**config.mk**
```make
export PLATFORM = sky130hd
export DESIGN_NAME = app_port
export DESIGN_NICKNAME = d
export VERILOG_FILES = /design/src/rtl/app_pkg.sv /design/src/rtl/app_port.sv /design/src/rtl/app_sync.sv
export SDC_FILE = /design/constraint.sdc
export NUM_CORES = 1
export LEC_CHECK = 0
export ABC_CLOCK_PERIOD_IN_PS = 4200
export BUFFER_PORTS_ARGS = -buffer_cell sky130_fd_sc_hd__buf_2
export CAP_MARGIN = 20
export CORE_UTILIZATION = 55
export DETAILED_ROUTE_END_ITERATION = 10
export PLACE_DENSITY_LB_ADDON = 0.3
export SLEW_MARGIN = 20
export SYNTH_ARGS = -nofsm -noshare
export SYNTH_HDL_FRONTEND = slang
export SYNTH_SLANG_ARGS = --single-unit
```
**constraint.sdc**
```tcl
create_clock -name core_clk -period 4.2 [get_ports core_clk]
set_input_delay 0.42 -clock core_clk [delete_from_list [all_inputs] [get_ports core_clk]]
set_output_delay 0.42 -clock core_clk [all_outputs]
set_load 0.005 [all_outputs]
```
**src/rtl/app_pkg.sv**
```systemverilog
// Package with constants and carrier types for the parallel host port.
package app_pkg;

  // ==========================================================================
  // Widths and layout
  localparam int DATA_W = 12;
  localparam int CHAN_W = 3;
  localparam int BYTE_W = 8;
  localparam int HI_MSB_LO = 0;
  localparam int HI_ID_LO = 5;
  localparam int CONV_FALLS = 14;
  localparam int TRACK_RISES = 13;

  // ==========================================================================
  // Control register layout and reset value
  localparam int PM_LO_BIT = 4;
  localparam int PM_HI_BIT = 5;
  localparam logic [11:0] CTRL_RESET = 12'h000;

  // ==========================================================================
  // Power modes, upper bit first
  typedef enum logic [1:0] {
    PM_NORMAL = 2'b00,
    PM_AUTO_SHUTDOWN = 2'b01,
    PM_AUTO_STANDBY = 2'b10,
    PM_FULL_SHUTDOWN = 2'b11
  } app_pmode_t;

  // ==========================================================================
  // Conversion sequencing states
  typedef enum logic [1:0] {
    CS_IDLE = 2'b00,
    CS_CONV = 2'b01,
    CS_DONE = 2'b10
  } app_conv_t;

  // ==========================================================================
  // Host bus pins after synchronisation
  typedef struct packed {
    logic cs_n;
    logic rd_n;
    logic wr_n;
    logic word_mode;
    logic [DATA_W-1:0] din;
  } app_bus_t;

  // Result handed from the converter core
  typedef struct packed {
    logic [DATA_W-1:0] code;
    logic [CHAN_W-1:0] chan;
  } app_result_t;

  // Power state shown to the analog side
  typedef struct packed {
    logic core_on;
    logic ref_on;
    logic track;
  } app_power_t;

endpackage

```
**src/rtl/app_port.sv**
```systemverilog
// Parallel host port with control register and power-mode sequencing.
`timescale 1ns/1ps
module app_port #(
  parameter int TEN_BIT = 0
) (
  // Clock and reset
  input wire logic core_clk,
  input wire logic rst,
  // Host bus pins, asynchronous
  input wire logic cs_n,
  input wire logic rd_n,
  input wire logic wr_n,
  input wire logic word_mode,
  input wire logic conversion_start_n,
  input wire logic conversion_clock,
  input wire logic [app_pkg::DATA_W-1:0] data_in,
  // Data bus drive; bit 8 is shared_data8_half_select_pin
  output logic [app_pkg::DATA_W-1:0] data_out,
  output logic [app_pkg::DATA_W-1:0] data_oe,
  // Shadow register select and output
  input wire logic shadow_select,
  output logic [app_pkg::BYTE_W-1:0] shadow_q_out,
  // Converter core
  input wire logic [app_pkg::DATA_W-1:0] result_code,
  input wire logic [app_pkg::CHAN_W-1:0] result_chan,
  // Status and control
  output logic busy,
  output logic [app_pkg::DATA_W-1:0] control_word,
  output app_pkg::app_power_t power_state
);

  // ==========================================================================
  // Synchronisers
  localparam int SW = 6 + app_pkg::DATA_W;
  logic [SW-1:0] sync_v;
  app_pkg::app_bus_t bus;
  logic cst_s;
  logic cclk_s;

  app_sync #(.W(SW)) u_sync (
    .core_clk(core_clk),
    .rst(rst),
    .async_in({cs_n, rd_n, wr_n, word_mode, data_in, conversion_start_n,
      conversion_clock}),
    .sync_out(sync_v)
  );

  always_comb
  begin
    bus = app_pkg::app_bus_t'(sync_v[SW-1:2]);
    cst_s = sync_v[1];
    cclk_s = sync_v[0];
  end

  // ==========================================================================
  // Edge detection on synchronised levels
  logic wr_act_q;
  logic cst_q;
  logic cclk_q;
  logic wr_act;
  logic wr_rise;
  logic cst_fall;
  logic cst_rise;
  logic cclk_fall;
  logic cclk_rise;
  logic half_sel;

  always_comb
  begin
    wr_act = !bus.cs_n && !bus.wr_n;
    wr_rise = wr_act_q && !wr_act;
    cst_fall = cst_q && !cst_s;
    cst_rise = !cst_q && cst_s;
    cclk_fall = cclk_q && !cclk_s;
    cclk_rise = !cclk_q && cclk_s;
    half_sel = bus.din[8];
  end

  always_ff @(posedge core_clk)
  begin
    if (rst)
    begin
      wr_act_q <= 1'b0;
      cst_q <= 1'b1;
      cclk_q <= 1'b0;
    end
    else
    begin
      wr_act_q <= wr_act;
      cst_q <= cst_s;
      cclk_q <= cclk_s;
    end
  end

  // ==========================================================================
  // Write path: control, shadow and byte assembly
  // The write data is sampled one cycle before the strobe edge is seen, so
  // the host's hold time after the rising strobe is not needed here.
  logic [app_pkg::DATA_W-1:0] wdata_q, wdata_d;
  logic [app_pkg::DATA_W-1:0] ctrl_q, ctrl_d;
  logic [app_pkg::BYTE_W-1:0] lo_q, lo_d;
  logic lo_valid_q, lo_valid_d;
  logic [app_pkg::BYTE_W-1:0] shadow_q, shadow_d;
  logic ctrl_wr;

  always_comb
  begin
    wdata_d = wr_act ? bus.din : wdata_q;
    ctrl_d = ctrl_q;
    lo_d = lo_q;
    lo_valid_d = lo_valid_q;
    shadow_d = shadow_q;
    ctrl_wr = 1'b0;
    if (wr_rise)
    begin
      if (shadow_select)
        shadow_d = wdata_q[app_pkg::BYTE_W-1:0];
      else if (bus.word_mode)
      begin
        ctrl_d = wdata_q;
        ctrl_wr = 1'b1;
      end
      else if (!wdata_q[8])
      begin
        lo_d = wdata_q[app_pkg::BYTE_W-1:0];
        lo_valid_d = 1'b1;
      end
      else if (lo_valid_q)
      begin
        ctrl_d = {wdata_q[3:0], lo_q};
        ctrl_wr = 1'b1;
        lo_valid_d = 1'b0;
      end
    end
  end

  always_ff @(posedge core_clk)
  begin
    if (rst)
    begin
      wdata_q <= '0;
      ctrl_q <= app_pkg::CTRL_RESET;
      lo_q <= '0;
      lo_valid_q <= 1'b0;
      shadow_q <= '0;
    end
    else
    begin
      wdata_q <= wdata_d;
      ctrl_q <= ctrl_d;
      lo_q <= lo_d;
      lo_valid_q <= lo_valid_d;
      shadow_q <= shadow_d;
    end
  end

  // ==========================================================================
  // Conversion and power sequencing
  app_pkg::app_conv_t cst_state_q, cst_state_d;
  logic [4:0] falls_q, falls_d;
  logic [4:0] rises_q, rises_d;
  logic track_q, track_d;
  logic core_on_q, core_on_d;
  logic ref_on_q, ref_on_d;
  logic [app_pkg::DATA_W-1:0] res_q, res_d;
  logic [app_pkg::CHAN_W-1:0] chan_q, chan_d;
  app_pkg::app_pmode_t pm;

  always_comb
  begin
    pm = app_pkg::app_pmode_t'({ctrl_q[app_pkg::PM_HI_BIT],
      ctrl_q[app_pkg::PM_LO_BIT]});
    cst_state_d = cst_state_q;
    falls_d = falls_q;
    rises_d = rises_q;
    track_d = track_q;
    core_on_d = core_on_q;
    ref_on_d = ref_on_q;
    res_d = res_q;
    chan_d = chan_q;
    if (ctrl_wr && ctrl_d[app_pkg::PM_HI_BIT] && ctrl_d[app_pkg::PM_LO_BIT])
    begin
      core_on_d = 1'b0;
      ref_on_d = 1'b0;
      track_d = 1'b0;
      cst_state_d = app_pkg::CS_IDLE;
    end
    else if (ctrl_wr && pm != app_pkg::PM_NORMAL
      && ctrl_d[app_pkg::PM_HI_BIT:app_pkg::PM_LO_BIT] == 2'b00)
    begin
      core_on_d = 1'b1;
      ref_on_d = 1'b1;
      track_d = 1'b1;
    end
    else
    begin
      case (cst_state_q)
        app_pkg::CS_IDLE:
        begin
          if (cst_rise && pm != app_pkg::PM_FULL_SHUTDOWN)
          begin
            track_d = 1'b1;
            core_on_d = 1'b1;
            ref_on_d = 1'b1;
          end
          else if (cst_fall && pm != app_pkg::PM_FULL_SHUTDOWN)
          begin
            cst_state_d = app_pkg::CS_CONV;
            track_d = 1'b0;
            falls_d = '0;
            rises_d = '0;
          end
        end
        app_pkg::CS_CONV:
        begin
          if (cclk_fall && falls_q < 5'(app_pkg::CONV_FALLS))
            falls_d = falls_q + 5'd1;
          if (cclk_rise && rises_q < 5'(app_pkg::TRACK_RISES))
            rises_d = rises_q + 5'd1;
          if (cst_rise && falls_q < 5'(app_pkg::CONV_FALLS))
          begin
            cst_state_d = app_pkg::CS_IDLE;
            track_d = 1'b1;
          end
          else if (rises_q == 5'(app_pkg::TRACK_RISES)
            && falls_q == 5'(app_pkg::CONV_FALLS))
          begin
            res_d = result_code;
            chan_d = result_chan;
            cst_state_d = app_pkg::CS_DONE;
          end
        end
        app_pkg::CS_DONE:
        begin
          cst_state_d = app_pkg::CS_IDLE;
          track_d = 1'b1;
          if (pm == app_pkg::PM_AUTO_SHUTDOWN)
          begin
            core_on_d = 1'b0;
            ref_on_d = 1'b0;
            track_d = 1'b0;
          end
          else if (pm == app_pkg::PM_AUTO_STANDBY)
          begin
            core_on_d = 1'b0;
            track_d = 1'b0;
          end
        end
        default:
          cst_state_d = app_pkg::CS_IDLE;
      endcase
    end
  end

  always_ff @(posedge core_clk)
  begin
    if (rst)
    begin
      cst_state_q <= app_pkg::CS_IDLE;
      falls_q <= '0;
      rises_q <= '0;
      track_q <= 1'b0;
      core_on_q <= 1'b1;
      ref_on_q <= 1'b1;
      res_q <= '0;
      chan_q <= '0;
    end
    else
    begin
      cst_state_q <= cst_state_d;
      falls_q <= falls_d;
      rises_q <= rises_d;
      track_q <= track_d;
      core_on_q <= core_on_d;
      ref_on_q <= ref_on_d;
      res_q <= res_d;
      chan_q <= chan_d;
    end
  end

  // ==========================================================================
  // Read path
  // Result registers load a cycle before busy drops, so a bus held in read
  // already shows the new word when busy falls.
  logic [app_pkg::DATA_W-1:0] rd_word_d, rd_word_q;
  logic [app_pkg::DATA_W-1:0] rd_oe_d, rd_oe_q;
  logic [app_pkg::BYTE_W-1:0] lo_byte;

  always_comb
  begin
    lo_byte = (TEN_BIT != 0) ? {res_q[5:0], 2'b00} : res_q[7:0];
    rd_word_d = '0;
    rd_oe_d = '0;
    if (!bus.cs_n && !bus.rd_n)
    begin
      if (bus.word_mode)
      begin
        rd_word_d = res_q;
        rd_oe_d = '1;
      end
      else
      begin
        rd_oe_d = 12'h0ff;
        if (half_sel)
          rd_word_d = {4'h0, chan_q, 1'b0, res_q[11:8]};
        else
          rd_word_d = {4'h0, lo_byte};
      end
    end
  end

  always_ff @(posedge core_clk)
  begin
    if (rst)
    begin
      rd_word_q <= '0;
      rd_oe_q <= '0;
    end
    else
    begin
      rd_word_q <= rd_word_d;
      rd_oe_q <= rd_oe_d;
    end
  end

  // ==========================================================================
  // Outputs
  assign data_out = rd_word_q;
  assign data_oe = rd_oe_q;
  assign busy = (cst_state_q != app_pkg::CS_IDLE);
  assign control_word = ctrl_q;
  assign shadow_q_out = shadow_q;
  assign power_state = '{core_on: core_on_q, ref_on: ref_on_q,
    track: track_q};

endmodule

```
**src/rtl/app_sync.sv**
```systemverilog
// Two-stage synchroniser for a group of asynchronous pins.
`timescale 1ns/1ps
module app_sync #(
  parameter int W = 1
) (
  // Clock and reset
  input wire logic core_clk,
  input wire logic rst,
  // Data
  input wire logic [W-1:0] async_in,
  output logic [W-1:0] sync_out
);

  logic [W-1:0] meta_q;
  logic [W-1:0] meta_d;
  logic [W-1:0] sync_q;
  logic [W-1:0] sync_d;

  always_comb
  begin
    meta_d = async_in;
    sync_d = meta_q;
  end

  // Idle pins are high, so reset to ones to avoid a false strobe.
  always_ff @(posedge core_clk)
  begin
    if (rst)
    begin
      meta_q <= '1;
      sync_q <= '1;
    end
    else
    begin
      meta_q <= meta_d;
      sync_q <= sync_d;
    end
  end

  assign sync_out = sync_q;

endmodule

```
* Yosys cells after proc, flatten, opt, wreduce, memory -nomap -nowiden *
Index checks and enable logic that the tools add are counted.
Widths: inputs -> output; s select.

cells by class
  add/subtract/negate cells = 2
  $mul = 0
  div/mod/pow operators = 0
  order comparisons = 2
  eq/ne operators = 17
  shifts and indexed selects = 0
  multiplexer cells = 42
  bitwise logic cells = 7
  reduce and logical (&&, ||, !) cells = 47

operators by type and width
  operator             number
  $mux 12              5
  $mux 1               20
  $mux 5               4
  $pmux 5 s2           2
  $logic_and 1x1->1    17
  $mux 6               2
  $ne 4x4->1 const B   3
  $reduce_and 3->1     4
  $reduce_and 4->1     3
  $reduce_and 6->1     2
  $add 5x1->5 const B  2
  $eq 5x4->1 const B   2
  $lt 5x4->1 const B   2
  $ne 2x2->1 const B   5
  $reduce_bool 2->1    5
  $logic_not 1->1      8
  $mux 2               4
  $mux 8               1
  $reduce_bool 4->1    2
  $not 1->1            7
  $ne 3x3->1 const B   2
  $ne 5x5->1 const B   1
  $reduce_and 5->1     1
  $eq 2x1->1 const B   2
  7 further kinds      11

storage, ports and cells
  bits in registers = 134
  latch bits = 0
  bits in writable memories = 0
  memory bits (read-only) = 0
  input port bits = 36
  output and inout port bits = 48
  logic and storage cells = 138
  memories kept = 0

* Longest topological paths before layout *
  depth in word-level cells = 9
  mapped depth = 8
  gate-level depth less buffers = 7

* Modules after synthesis *
Synthesis repeated with hierarchy kept, for this count alone.

second synthesis, totals
  cells, all modules = 478
  area total of the unflattened synthesis = 4714.5 um^2

modules (own cells, without submodules)
  module    instances  cells each  area each (um^2)  seq. area each (um^2)
  app_port  1          403         3734.8            1761.7
  app_sync  1          75          979.7             720.7

* Worst setup path after synthesis *
Ideal clock, no wire load.

  kind = flip-flop to flip-flop
  from = register ctrl_q, in the netlist control_word[4]
  to = register res_q[3] in the netlist's numbering
  setup time = 0.128 ns
  data arrival time = 1.865 ns
  data required time = 4.072 ns
  slack = 2.208 ns
  cell stages (with the launch flop) = 9
  path buffers = 1
  period minus slack after synthesis = 1.992 ns
  cell sequence = dfxtp_1 -> inv_1 -> ha_1 -> or3_1 -> a32oi_2 -> a211oi_4 -> buf_8 -> mux2i_1 -> nor2_1

on the way
  word-level cells in the longest chain between the ends = 9
  elaborated cells on any way between the ends = 13

RTL lines
  what                            line             RTL
  start: declaration              app_port.sv:100  logic [app_pkg::DATA_W-1:0] ctrl_q, ctrl_d;
  start signal: assignment        app_port.sv:142  ctrl_q <= app_pkg::CTRL_RESET;
  start signal: assignment        app_port.sv:150  ctrl_q <= ctrl_d;
  $mux 12                         app_port.sv:128  else if (lo_valid_q)
  $mux 12                         app_port.sv:123  else if (!wdata_q[8])
  $mux 12                         app_port.sv:118  else if (bus.word_mode)
  $mux 6                          app_port.sv:116  if (shadow_select)
  $mux 6                          app_port.sv:114  if (wr_rise)
  $logic_not 2->1                 app_port.sv:189  && ctrl_d[app_pkg::PM_HI_BIT:app_pkg::PM_LO_BIT] == 2'b00)
  $logic_and 1x1->1               app_port.sv:189
  $not 1->1 (no line)             -
  $reduce_and 5->1 (no line) (*)  -
  end signal: assignment          app_port.sv:276  res_q <= res_d;
  end: declaration                app_port.sv:165  logic [app_pkg::DATA_W-1:0] res_q, res_d;

Every way passes the cells marked *; elsewhere a longest branch is shown, timed or not. The select of a mux whose other input is x is not followed.
A chain may end at the register's enable or synchronous reset.

* Worst setup path after layout *
  from = register u_sync.sync_q[14], in the netlist u_sync.sync_out[14]
  to = register res_q[9] in the netlist's numbering

on the way
  word-level cells in the longest chain between the ends = 7
  elaborated cells on any way between the ends = 14

RTL lines
  what                                           line                              RTL
  start: declaration                             app_sync.sv:16                    logic [W-1:0] sync_q;
  start signal: assignment                       app_sync.sv:36                    sync_q <= sync_d;
  $mux 12 / $mux 1 (equally long branches)       app_port.sv:118
  $mux 6 / $mux 1 (equally long branches)        app_port.sv:116
  $mux 6 / $mux 1 (equally long branches)        app_port.sv:114
  $logic_not 2->1, or another cell as far along  app_port.sv:189
  $logic_and 1x1->1 (on tied branches)           app_port.sv:189, app_port.sv:181
  $not 1->1 (no line)                            -
  $reduce_and 5->1 (no line) (*)                 -

Every way passes the cells marked *; elsewhere a longest branch is shown, timed or not.

==> results.json <==
{
  "drt_iter0_drc": 125,
  "path_buf_inv": 0,
  "tightest_slew_ps": 1030,
  "final_max_slew_viol_count": 0,
  "dpl_cell_area_mm2": 0.00504,
  "syn_area_mm2": 0.00470,
  "fin_crit_sh": 0.674,
  "maxClockFrequency_mhz": 353,
  "yosysWarnings": 0,
  "avgSynthCellArea_um2": 9.56,
  "design.core.area_mm2": 0.00826,
  "via_per_inst": 5.25,
  "stdcell_count": 675,
  "cts_made_buffers": 17,
  "worst-setup-path-type": "reg -> reg",
  "die_w_um": 94.5,
  "slew_headroom": 0.309,
  "grt_pass1_wl_um": 14700,
  "firstDrtPassIters": 5,
  "worst_slack_ps": 1370,
  "clock-sinks": 124,
  "synth_cell_types": 47,
  "wirelength_um": 9110,
  "place_worst_setup_slack_ps": 1370,
  "slowest_delay_ps": 970,
  "die_area_mm2": 0.00893,
  "r2r_slack_ps": 1370,
  "arrival_ps": 3210,
  "antenna_found_initial": 0,
  "final_area_mm2": 0.00568,
  "hold_path_class": "in -> reg",
  "critPathMaxFanout": 30,
  "routabilityCongestion": 0.834,
  "hpwl_um": 6040,
  "syn_inst": 492,
  "start_kind": "flop",
  "clockBufferDepth": 2,
  "synth_edf_count": 0,
  "crit_chain": "a32oi_2, a211oi_4, mux2i_1, nor2_1",
  "antenna_cells": 0,
  "grt_pass1_vias": 3122,
  "vias": 3541,
  "synth_most_common_cell": "dfxtp_1",
  "ant_nets": 0,
  "synth_area_leaders": "dfxtp_1 53%, mux2i_1 7.4%, or2_2 5.1%, nand2_1 4.6%, nor2_1 4.5%",
  "syn_nets": 538,
  "layout_min_cycle_time_ps": 2830,
  "yosys.area.top_type_share": 0.528,
  "grtUsageTotal": 0.218,
  "post_cts_buffers": 0,
  "fin_skew_ps": 7.50,
  "async_flop_share": 0,
  "gr-total-overflow": 0,
  "routedWlPerCell_um": 13.5,
  "port_buffers": 83,
  "outcome": "completed",
  "cp-startpoint": "u_sync.sync_out[14]$_SDFF_PP1_",
  "cp-endpoint": "res_q[9]$_SDFFE_PP0P_",
  "fp.dieH_um": 94.5,
  "drive_gt1_frac": 0.289,
  "p_leak_nw": 2.38,
  "synth_top_cell_by_area": "dfxtp_1",
  "ys_ff_latch": 124,
  "drv_cap": 0,
  "vdd_ir_drop_max_mv": 0.286,
  "syn_to_final_growth_pct": 20.8,
  "crit_family": "compound AO/OA/AOI/OAI gates",
  "critPathRequiredTime_ps": 4580,
  "htreeDepth": 4,
  "synth_seq_area_share": 0.528,
  "cts.clk_slew.worst_paths_ps": 60,
  "yosys-top-cells-count": "124 x dfxtp_1, 58 x nand2_1, 56 x nor2_1, 38 x or2_2, 35 x mux2i_1",
  "powerDensity_mw_per_mm2": 517,
  "nNetsFinal": 604,
  "rr_endpoint": "res_q[9]$_SDFFE_PP0P_",
  "grt_start_max_net_pins": 58,
  "boundaryPins": 84,
  "cts-root-buf": "clkbuf_8",
  "start_util": 0.570,
  "end_kind": "flop",
  "crit_cells": 4,
  "cts_tree": "done",
  "drc": 0,
  "rows": 33,
  "finalHoldViolations": 0,
  "cts_resized": 0,
  "holdBufCountCts": 0,
  "synth_flop_cell": "dfxtp_1",
  "dp_cells": 644,
  "worstSkewPairLatency_ps": 510,
  "r2r_cells": 4,
  "rsz0062_at_grt": "no",
  "setup_tns_ps": 0,
  "crit_path_top_delay_cell": "a211oi_4",
  "setup_viol": 0,
  "r2r_start": "u_sync.sync_out[14]$_SDFF_PP1_"
}
[cells in the final DEF, fill, tap and decap left out, drive strengths merged, types with 3 or more instances in the layout]
| cell | instances |
|---|---|
| or2 | 38 |
| inv | 12 |
| mux2i | 35 |
| o211ai | 8 |
| nand3 | 4 |
| nor2b | 4 |
| dfxtp | 124 |
| nand2b | 6 |
| xnor2 | 4 |
| a21oi | 32 |
| a41oi | 3 |
| clkinv | 5 |
| ha | 10 |
| a31o | 3 |
| o21ai | 16 |
| a211oi | 10 |
| and3 | 5 |
| or3 | 4 |
| nand2 | 58 |
| nor2 | 57 |
| buf | 85 |
| bufinv | 5 |
| clkbuf | 18 |
| a21o | 4 |
[registers in the layout, summed over array words and instances, names as in the netlist, 3 cells and up]
| name | flops |
|---|---|
| u_sync.meta_q | 18 |
| chan_q | 3 |
| control_word | 12 |
| rises_q | 5 |
| lo_q | 8 |
| data_out | 12 |
| falls_q | 5 |
| shadow_q_out | 8 |
| u_sync.sync_out | 18 |
| wdata_q | 12 |
| res_q | 12 |
[worst min-delay path by stage]
stage          depth (start not counted)                             end                         start  slack [ps]
6_report                               2     u_sync.meta_q[7]$_SDFF_PP1_                    data_in[5]          80
5_1_grt                                2     u_sync.meta_q[8]$_SDFF_PP1_                    data_in[6]          70
4_1_cts                                2    u_sync.meta_q[12]$_SDFF_PP1_                   data_in[10]          70
3_5_place_dp                           1  u_sync.sync_out[13]$_SDFF_PP1_  u_sync.meta_q[13]$_SDFF_PP1_         400
3_3_place_gp                           1  u_sync.sync_out[10]$_SDFF_PP1_  u_sync.meta_q[10]$_SDFF_PP1_         390
2_1_floorplan                          1   u_sync.sync_out[0]$_SDFF_PP1_   u_sync.meta_q[0]$_SDFF_PP1_         390
[stage by stage]
stage / hold WS [ps] / util / power (mW)
finish: 84.2 / 0.688 / 2.93
global placement: 393 / 0.610 / 1.39
detailed placement: 395 / 0.610 / 1.39
floorplan: 389 / - / 1.35
CTS: 71.3 / 0.688 / 2.95
global route: 65.7 / 0.688 / 3.03
[power by group]
group | internal (mW) | switching (mW)
logic | 0.0634 | 0.0796
clock network | 1.04 | 0.525
registers | 1.21 | 0.0200
[worst reg2reg max path, stage by stage, from the launching register on]
cell	delay, ps
dfxtp_1	960
a32oi_2	410
a211oi_4	970
mux2i_1	310
nor2_1	60
[kinds of logic (layout without fill, tap and decap cells)]
| family | count (synthesis) | after routing | synth area share |
|---|---|---|---|
| xor+xnor | 4 | 4 | 0.00745 |
| flops | 124 | 124 | 0.528 |
| fa+ha+maj | 10 | 10 | 0.0266 |
| compound gates | 83 | 83 | 0.114 |
| simple gates | 187 | 187 | 0.191 |
| buf+inv | 48 | 126 | 0.0567 |
| mux | 36 | 36 | 0.0769 |
[routing by layer]
metal  share of wire  GRT usage  wire length (um)
met1            0.45      0.269              4090
met2            0.47      0.348              4280
met3           0.060     0.0588               547
met4           0.021      0.111               187
met5               0          0                 0
[layout make-up]
cell class / instances / area [um^2]
Clock buffer: 18 / 428
Fill cell: 627 / 2580
Multi-Input combinational cell: 320 / 1950
Inverter: 10 / 37.5
Timing Repair Buffer: 85 / 430
Clock inverter: 13 / 215
Sequential cell: 124 / 2480
Tap cell: 105 / 131
No activity file was read; power rests on OpenSTA's default activity.
